===== config.mk =====
export PLATFORM = sky130hd
export DESIGN_NAME = fphc_run_halt
export DESIGN_NICKNAME = d
export VERILOG_FILES = /design/src/logic/fphc_pkg.sv /design/src/logic/fphc_divider.sv /design/src/logic/fphc_run_halt.sv /design/src/logic/fphc_sync2.sv
export VERILOG_INCLUDE_DIRS = /design/src /design/src/logic
export SDC_FILE = /design/constraint.sdc
export NUM_CORES = 1
export LEC_CHECK = 0
export BUFFER_PORTS_ARGS = -buffer_cell sky130_fd_sc_hd__buf_4
export CAP_MARGIN = 20
export CORE_ASPECT_RATIO = 0.6
export CORE_MARGIN = 2
export CORE_UTILIZATION = 45
export CTS_BUF_LIST = sky130_fd_sc_hd__clkbuf_8 sky130_fd_sc_hd__clkbuf_16
export CTS_CLUSTER_DIAMETER = 60
export DETAILED_ROUTE_END_ITERATION = 6
export HOLD_SLACK_MARGIN = 0.05
export PLACE_DENSITY_LB_ADDON = 0.2
export REMOVE_ABC_BUFFERS = 1
export SYNTH_ARGS = -nofsm -noshare
export SYNTH_HDL_FRONTEND = slang
export SYNTH_HIERARCHICAL = 1
export SYNTH_SLANG_ARGS = --single-unit

===== constraint.sdc =====
create_clock -name pclk -period 4.8 [get_ports pclk]
set_input_delay 0.24 -clock pclk [delete_from_list [all_inputs] [get_ports pclk]]
set_output_delay 0.24 -clock pclk [all_outputs]
set_load 0.05 [all_outputs]

===== src/logic/fphc_defs.svh =====
`ifndef FPHC_DEFS_SVH
`define FPHC_DEFS_SVH

// register byte offsets
`define FPHC_CTRL_OFS 12'h000
`define FPHC_STATUS_OFS 12'h004
`define FPHC_STEPS_OFS 12'h008

// control field positions and reset value
`define FPHC_CTRL_FETCH_EN 0
`define FPHC_CTRL_SW_RUN 1
`define FPHC_CTRL_SW_STEP 2
`define FPHC_CTRL_RESET 32'h0000_0001

// status field positions
`define FPHC_ST_HALT 0
`define FPHC_ST_STEP 1
`define FPHC_ST_READY 2
`define FPHC_ST_STAGE_A 3
`define FPHC_ST_STAGE_B 4
`define FPHC_ST_SLOW 5

// timing
`define FPHC_CLK_KHZ 200000
`define FPHC_SLOW_PERIOD_MS 786
`define FPHC_SLOW_CYCLES (`FPHC_SLOW_PERIOD_MS * `FPHC_CLK_KHZ)
`define FPHC_PANEL_PERIOD_US 1000
`define FPHC_PANEL_CYCLES (`FPHC_PANEL_PERIOD_US * `FPHC_CLK_KHZ / 1000)

`endif


===== src/logic/fphc_pkg.sv =====
package fphc_pkg;

  typedef struct packed {
    logic stage_a;
    logic stage_b;
    logic halt;
    logic step;
    logic coin_d;
    logic run_d;
    logic step_d;
    logic fetch_en;
    logic [15:0] steps;
    logic [31:0] prdata;
    logic pslverr;
  } fphc_state_t;

  typedef struct packed {
    logic [31:0] slow_cnt;
    logic [31:0] panel_cnt;
    logic slow_tick;
    logic panel_tick;
  } fphc_div_t;

endpackage


===== src/logic/fphc_divider.sv =====
`timescale 1ns/100ps
module fphc_divider #(
  parameter int unsigned SLOW_CYCLES = 157200000,
  parameter int unsigned PANEL_CYCLES = 200000
) (
  // clock and reset
  input wire logic pclk,
  input wire logic presetn,
  // one-cycle ticks
  output logic slow_tick,
  output logic panel_tick
);
  import fphc_pkg::*;

  fphc_div_t s_r;
  fphc_div_t s_nxt;

  if (SLOW_CYCLES < 2 || PANEL_CYCLES < 2) begin : g_bad_period
    $error("fphc_divider periods must be at least 2 cycles");
  end

  always_comb begin
    s_nxt = s_r;
    s_nxt.slow_tick = 1'b0;
    s_nxt.panel_tick = 1'b0;
    if (s_r.slow_cnt == SLOW_CYCLES - 1) begin
      s_nxt.slow_cnt = 32'h0000_0000;
      s_nxt.slow_tick = 1'b1;
    end else begin
      s_nxt.slow_cnt = s_r.slow_cnt + 32'h0000_0001;
    end
    if (s_r.panel_cnt == PANEL_CYCLES - 1) begin
      s_nxt.panel_cnt = 32'h0000_0000;
      s_nxt.panel_tick = 1'b1;
    end else begin
      s_nxt.panel_cnt = s_r.panel_cnt + 32'h0000_0001;
    end
  end

  always_ff @(posedge pclk or negedge presetn) begin
    if (!presetn) begin
      s_r <= '0;
    end else begin
      s_r <= s_nxt;
    end
  end

  assign slow_tick = s_r.slow_tick;
  assign panel_tick = s_r.panel_tick;
endmodule


===== src/logic/fphc_run_halt.sv =====
// Added by the designer: register access over APB and the register addresses.
`timescale 1ns/100ps
`include "fphc_defs.svh"
module fphc_run_halt #(
  parameter int unsigned SLOW_CYCLES = `FPHC_SLOW_CYCLES,
  parameter int unsigned PANEL_CYCLES = `FPHC_PANEL_CYCLES
) (
  // clock and reset
  input wire logic pclk,
  input wire logic presetn,
  // apb slave
  input wire logic psel,
  input wire logic penable,
  input wire logic pwrite,
  input wire logic [11:0] paddr,
  input wire logic [31:0] pwdata,
  output logic pready,
  output logic [31:0] prdata,
  output logic pslverr,
  // panel switches, asynchronous levels
  input wire logic stop_switch,
  input wire logic run_switch,
  input wire logic step_switch,
  input wire logic slow_switch,
  // processor bus status, asynchronous
  input wire logic bus_cycle_sync,
  input wire logic status_latch_strobe_n,
  input wire logic fetch_status_bit,
  // control outputs
  output logic panel_ready,
  output logic run_n,
  output logic switch_enable_buffer_n
);
  import fphc_pkg::*;

  fphc_state_t s_r;
  fphc_state_t s_nxt;

  logic [6:0] pins_s;
  logic stop_s;
  logic run_s;
  logic step_s;
  logic slow_s;
  logic sync_s;
  logic strobe_s;
  logic fetch_s;
  logic slow_tick;
  logic panel_tick;
  logic halt_qualify_gate;
  logic qual_pulse;
  logic run_edge;
  logic step_edge;
  logic step_set;
  logic halt_set;
  logic wr_acc;
  logic setup;
  logic [31:0] ctrl_rd;
  logic [31:0] status_rd;

  // both dividers need at least two cycles per period
  if (SLOW_CYCLES < 2 || PANEL_CYCLES < 2) begin : g_bad_period
    $error("fphc_run_halt periods must be at least 2 cycles");
  end

  fphc_sync2 #(
    .WIDTH(7)
  ) u_sync (
    .pclk(pclk),
    .presetn(presetn),
    .async_in({stop_switch, run_switch, step_switch, slow_switch,
      bus_cycle_sync, status_latch_strobe_n, fetch_status_bit}),
    .sync_out(pins_s)
  );

  fphc_divider #(
    .SLOW_CYCLES(SLOW_CYCLES),
    .PANEL_CYCLES(PANEL_CYCLES)
  ) u_div (
    .pclk(pclk),
    .presetn(presetn),
    .slow_tick(slow_tick),
    .panel_tick(panel_tick)
  );

  assign stop_s = pins_s[6];
  assign run_s = pins_s[5];
  assign step_s = pins_s[4];
  assign slow_s = pins_s[3];
  assign sync_s = pins_s[2];
  assign strobe_s = ~pins_s[1];
  assign fetch_s = pins_s[0];

  // with fetch qualification off the gate fires on every machine cycle
  assign halt_qualify_gate = sync_s & strobe_s
    & (fetch_s | ~s_r.fetch_en);
  // edge of the coincidence stands in for the flag's clock pulse
  assign qual_pulse = halt_qualify_gate & ~s_r.coin_d;

  assign setup = psel & ~penable;
  assign wr_acc = psel & penable & pwrite;
  assign run_edge = (run_s & ~s_r.run_d)
    | (wr_acc && paddr == `FPHC_CTRL_OFS && pwdata[`FPHC_CTRL_SW_RUN]);
  assign step_edge = (step_s & ~s_r.step_d)
    | (wr_acc && paddr == `FPHC_CTRL_OFS && pwdata[`FPHC_CTRL_SW_STEP]);

  // stepping is only meaningful while halted
  assign step_set = s_r.halt & ~s_r.step
    & (step_edge | (slow_s & slow_tick));
  assign halt_set = qual_pulse & s_r.stage_b;

  assign ctrl_rd = {31'h0000_0000, s_r.fetch_en};
  always_comb begin
    status_rd = 32'h0000_0000;
    status_rd[`FPHC_ST_HALT] = s_r.halt;
    status_rd[`FPHC_ST_STEP] = s_r.step;
    status_rd[`FPHC_ST_READY] = panel_ready;
    status_rd[`FPHC_ST_STAGE_A] = s_r.stage_a;
    status_rd[`FPHC_ST_STAGE_B] = s_r.stage_b;
    status_rd[`FPHC_ST_SLOW] = slow_s;
  end

  always_comb begin
    s_nxt = s_r;
    s_nxt.coin_d = halt_qualify_gate;
    s_nxt.run_d = run_s;
    s_nxt.step_d = step_s;
    // stop level walks two stages on the slow panel clock
    if (panel_tick) begin
      s_nxt.stage_a = stop_s;
      s_nxt.stage_b = s_r.stage_a;
    end
    // set beats clear; once set only run releases it
    if (halt_set) begin
      s_nxt.halt = 1'b1;
    end else if (run_edge) begin
      s_nxt.halt = 1'b0;
    end
    if (step_set) begin
      s_nxt.step = 1'b1;
      s_nxt.steps = s_r.steps + 16'h0001;
    end else if (qual_pulse) begin
      s_nxt.step = 1'b0;
    end
    // the fetch jumper is a register bit; reset leaves it fitted
    if (wr_acc && paddr == `FPHC_CTRL_OFS) begin
      s_nxt.fetch_en = pwdata[`FPHC_CTRL_FETCH_EN];
    end
    // read data is captured in setup so it comes from a flop
    if (setup) begin
      s_nxt.pslverr = 1'b0;
      case (paddr)
        `FPHC_CTRL_OFS: s_nxt.prdata = ctrl_rd;
        `FPHC_STATUS_OFS: s_nxt.prdata = status_rd;
        `FPHC_STEPS_OFS: s_nxt.prdata = {16'h0000, s_r.steps};
        default: begin
          s_nxt.prdata = 32'h0000_0000;
          s_nxt.pslverr = 1'b1;
        end
      endcase
    end
  end

  always_ff @(posedge pclk or negedge presetn) begin
    if (!presetn) begin
      s_r <= '0;
      s_r.fetch_en <= 1'b1;
    end else begin
      s_r <= s_nxt;
    end
  end

  // zero wait states: read data is already held from the setup cycle
  assign pready = 1'b1;
  assign prdata = s_r.prdata;
  assign pslverr = s_r.pslverr;
  assign panel_ready = ~s_r.halt | s_r.step;
  assign run_n = s_r.halt;
  assign switch_enable_buffer_n = ~s_r.halt;
endmodule


===== src/logic/fphc_sync2.sv =====
`timescale 1ns/100ps
module fphc_sync2 #(
  parameter int WIDTH = 7
) (
  // clock and reset
  input wire logic pclk,
  input wire logic presetn,
  // levels
  input wire logic [WIDTH-1:0] async_in,
  output logic [WIDTH-1:0] sync_out
);
  logic [WIDTH-1:0] first_r;
  logic [WIDTH-1:0] second_r;

  if (WIDTH < 1) begin : g_bad_width
    $error("fphc_sync2 width must be at least 1");
  end

  // first stage feeds only the second stage
  always_ff @(posedge pclk or negedge presetn) begin
    if (!presetn) begin
      first_r <= '0;
      second_r <= '0;
    end else begin
      first_r <= async_in;
      second_r <= first_r;
    end
  end

  assign sync_out = second_r;
endmodule


======== Yosys cells after proc, flatten, opt, wreduce, memory -nomap -nowiden ========
Cells that the tools add are included.
storage, ports and cells
  bits in registers ....................... 137
  bits of input ports ..................... 56
  output and inout bits ................... 37
  word-level logic and storage cells ...... 66
cells by class
  add/subtract/negate cells ............... 3
  equality and inequality tests ........... 4
  multiplexer cells ....................... 10
  bitwise gates (word level) .............. 25
  reductions and logical operators ........ 7
operator list
  cell                                             count
  adder 32 x 1 -> 32 bit, second input constant    2
  2-to-1 mux 32 bit                                2
  one-hot mux 16 bit (3 select lines)              1
  == test 32 x 18 -> 1 bit, second input constant  1
  == test 32 x 28 -> 1 bit, second input constant  1
  adder 16 x 1 -> 16 bit, second input constant    1
  AND 1 bit                                        12
  == test 12 x 3 -> 1 bit, second input constant   1
  == test 12 x 4 -> 1 bit, second input constant   1
  zero test 12 bit                                 1
  NOT 1 bit                                        8
  2-to-1 mux 1 bit                                 7
  OR 1 bit                                         5
  nonzero test 2 bit                               2
  logical AND 1 bit                                3
  OR reduction 3 bit                               1

======== Logic depth before layout (Yosys ltp) ========
  word-level depth ........................ 8
  gate-level depth with buffers ........... 7
  depth with buffers taken out ............ 6

======== Cells and area by module ========
Netlist, hierarchy kept.
by module, submodules not included
  module         times used  cells each  area each (um^2)  sequential area each (um^2)
  fphc_divider   1           322         3315.7            1651.6
  fphc_run_halt  1           192         2093.3            1027.2
  fphc_sync2     1           14          350.3             350.3

======== Worst setup path after synthesis ========
No wires, ideal clock.
  path type ............................... flip-flop to flip-flop
  from .................................... register s_r (netlist bit run_n)
  to ...................................... register, netlist name s_r[42]
  setup time .............................. 0.123 ns
  data arrival time ....................... 1.858 ns
  required time ........................... 4.677 ns
  setup slack ............................. 2.819 ns
  stages on the path, launching flop included .. 6
  buffers on the path ..................... 0
  clock period less this slack ............ 1.981 ns
  path through ............................ dfrtp_1 -> nor2b_1 -> inv_1 -> o22ai_1 -> nand4_1 -> xnor2_1
RTL lines
  what                      line                  RTL
  start: declaration        fphc_run_halt.sv:36   fphc_state_t s_r;
  start signal: assignment  fphc_run_halt.sv:168  s_r <= s_nxt;

==> results.yml <==
yosys:
  postSynthAreaPerCell_um2: 10.9
  muxShareOfSynthArea_pct: 0.369
  synth_xor_area_share_pct: 8.97
  synth_edf_count: 0
  synth.cell_area_um2: 5760
  synth_compound_area_share_pct: 7.58
  synth_seq_cells: 121
  synth_top_family_by_area: "simple AND/OR/NAND/NOR gates"
  syn_inst: 528
  synth-simple-area-share_pct: 23.2
  synth_cell_type_count: 57
  ys_seq_area_share_pct: 52.6
  synthAdderAreaFrac_pct: 0.652
  synthFlopType: "dfrtp_1"
  synth_warnings: 6
  synthArstFlopShare_pct: 100
timing:
  rsz0062_at_grt: "false"
  relSlewSlack_pct: 32.7
  worst_clock_skew_ns: 0.0116
  hold_violations: 0
  finalWorstSetupSlack_ns: 2.47
  worst_pin_slew_ns: 1.00
  hold_slack_ns: 0.0694
  fin_crit_ns: 2.33
  timing.fmax_ghz: 0.429
  tns_ns: 0
  setup_viol: 0
  timing.final.crit_share_pct: 48.6
  report.final.slew_viol_count: 0
pwr:
  power_mw: 2.32
  ir_drop_v: 0.000263
  leakagePower_nw: 2.94
  powerDensity_nw_per_um2: 345
final_layout:
  layout.nets: 632
  fin_util_pct: 54.9
  antennaDiodeCount: 0
  drive_gt1_share_pct: 17.9
  final_common_cell: "dfrtp_1"
  fillerInstances: 1060
  stdcell_count: 751
  syn_to_final_growth_pct: 16.7
  fin_area_um2: 6720
  final_cell_mix: "120 x dfrtp_1, 47 x buf_4, 40 x nand2_1, 30 x xnor2_1, 29 x xor2_1"
route:
  finalWirelength_um: 11200
  vias: 3975
  drtIter0Drc: 198
  wl_per_cell_um: 15.0
  drc: 0
  dr.pass1.iters: 4
  viasPerCell: 5.29
  antenna_left: 0
setup_path:
  slowest_delay_ns: 0.86
  crit_type: "flip-flop to flip-flop"
  crit_path_max_fanout: 13
  crit_chain: "ha_1 > nand3_2 > or2_1 > nor3_2 > nor2_1"
  cp.required_ns: 5.04
  worst_path_max_delay_cell: "nor3_2"
  end_kind: "flip-flop"
  startpoint_type: "flip-flop"
  crit_arrival_ns: 2.57
global_routing:
  overflow: 0
  antenna_found_initial: 0
  grt_use_total_pct: 17.6
  grt_max_degree: 84
  first_global_vias: 3862
  grt_pass1_wl_um: 19200
clock_network:
  clockBufferDepth: 2
  cts_buffers: 17
  post_cts_buffers: 0
  cts_tree: "built"
  cts-htree-levels: 4
  numClockSinks: 121
  root_buffer: "clkbuf_16"
  insertion_delay_ns: 0.41
  clkTransAtPathRegs_ns: 0.05
floorplan:
  dieArea_um2: 13700
  initial_core_util_pct: 47.0
  dieWidth_um: 150
  core_area_um2: 12300
  die_h_um: 91.6
  rows: 31
  ios: 93
placed_design:
  dp_hpwl_um: 7670
  globalplace.congestion: 0.801
  place_area_um2: 6050
  dp_slack_ns: 2.44
  port_buffers: 46
  dp.cells: 710
status:
  outcome: "finished, final reports clean"
job:
  maxCapViolations: 0
min_path:
  hp-class: "primary input to flip-flop"
==> flip-flops by register name, indices dropped and copies added (netlist names) <==
| register | flops |
|---|---|
| u_div/s_r | 64 |
| u_div/panel_tick | 1 |
| u_sync/first_r | 7 |
| prdata | 16 |
| u_div/slow_tick | 1 |
| s_r | 22 |
| u_sync/sync_out | 7 |
| run_n | 1 |
| ctrl_rd | 1 |
| pslverr | 1 |
==> power breakdown <==
| part | total [mW] | switching [mW] | internal [mW] | leakage [nW] |
|---|---|---|---|---|
| clock | 1.20 | 0.474 | 0.726 | 0.272 |
| combinational | 0.0904 | 0.0650 | 0.0255 | 1.09 |
| sequential | 1.03 | 0.00263 | 1.03 | 1.58 |
==> kinds of logic (layout without fill, tap and decap cells) <==
| logic type | after synthesis | count (layout) |
|---|---|---|
| AO/OA/AOI/OAI | 66 | 66 |
| multiplexers | 2 | 2 |
| adder cells (fa/ha/maj) | 3 | 3 |
| flip-flops | 121 | 121 |
| AND/OR/NAND/NOR | 217 | 217 |
| XOR/XNOR | 59 | 59 |
| buffers and inverters | 58 | 101 |
| other | 2 | 17 |
==> path summary, 6_finish.rpt <==
path | cells after the start | start | to | slack [ns]
setup / recovery | 5 | u_div/s_r[34]$_DFF_PN0_ | u_div/s_r[37]$_DFF_PN0_ | 2.47
hold / removal | 2 | pwdata[0] | ctrl_rd[0]$_DFFE_PN1N_ | 0.07
setup reg to reg | 5 | u_div/s_r[34]$_DFF_PN0_ | u_div/s_r[37]$_DFF_PN0_ | 2.47
hold reg to reg | 0 | u_sync/first_r[5]$_DFF_PN0_ | u_sync/sync_out[5]$_DFF_PN0_ | 0.34
max in group asynchronous | 4 | presetn | s_r[38]$_DFFE_PN0P_ | 3.31
min in group asynchronous | 2 | presetn | u_sync/sync_out[1]$_DFF_PN0_ | 0.33
==> timing repair <==
action,4_1_cts,5_1_grt
hold buffers,7,1
endpoints found under the hold margin,7,34
gates resized for setup,0,0
==> cell usage after synthesis (11+ instances only) <==
cell / n / share of area (%)
dfrtp_1: 120 / 52
nand2_1: 40 / 2.6
buf_4: 33 / 4.3
xnor2_1: 30 / 4.6
xor2_1: 29 / 4.4
nand3_1: 28 / 2.4
nor2_1: 26 / 1.7
nand4_1: 21 / 2.3
o21ai_0: 19 / 1.7
nor4_1: 18 / 2.0
inv_1: 13 / 0.85
and4_1: 11 / 1.7
==> per-layer routing <==
layer	part of all wire (%)	vias up	GRT usage [%]
li1	-	1955	-
met1	52	1926	27.2
met4	0.93	0	6.21
met3	4.1	13	4.03
met2	43	81	23.9
met5	0	-	0
==> final cells by class <==
type	count	area, um^2	area share (%)
inverters	13	48.8	0.726
multi-input cells	364	2410	35.9
clock buffers	18	439	6.53
flip-flops and latches	121	3030	45.1
clock inverters	14	125	1.86
well taps	165	206	3.07
repair buffers	56	460	6.85
==> critical path: cells and delay by family, from the launching register on <==
kind	cells	cell delay (ns)
and+or+nand+nor	4	1.55
adders and majority gates	1	0.21
DFF	1	0.40
(Power assumes the default switching activity.)
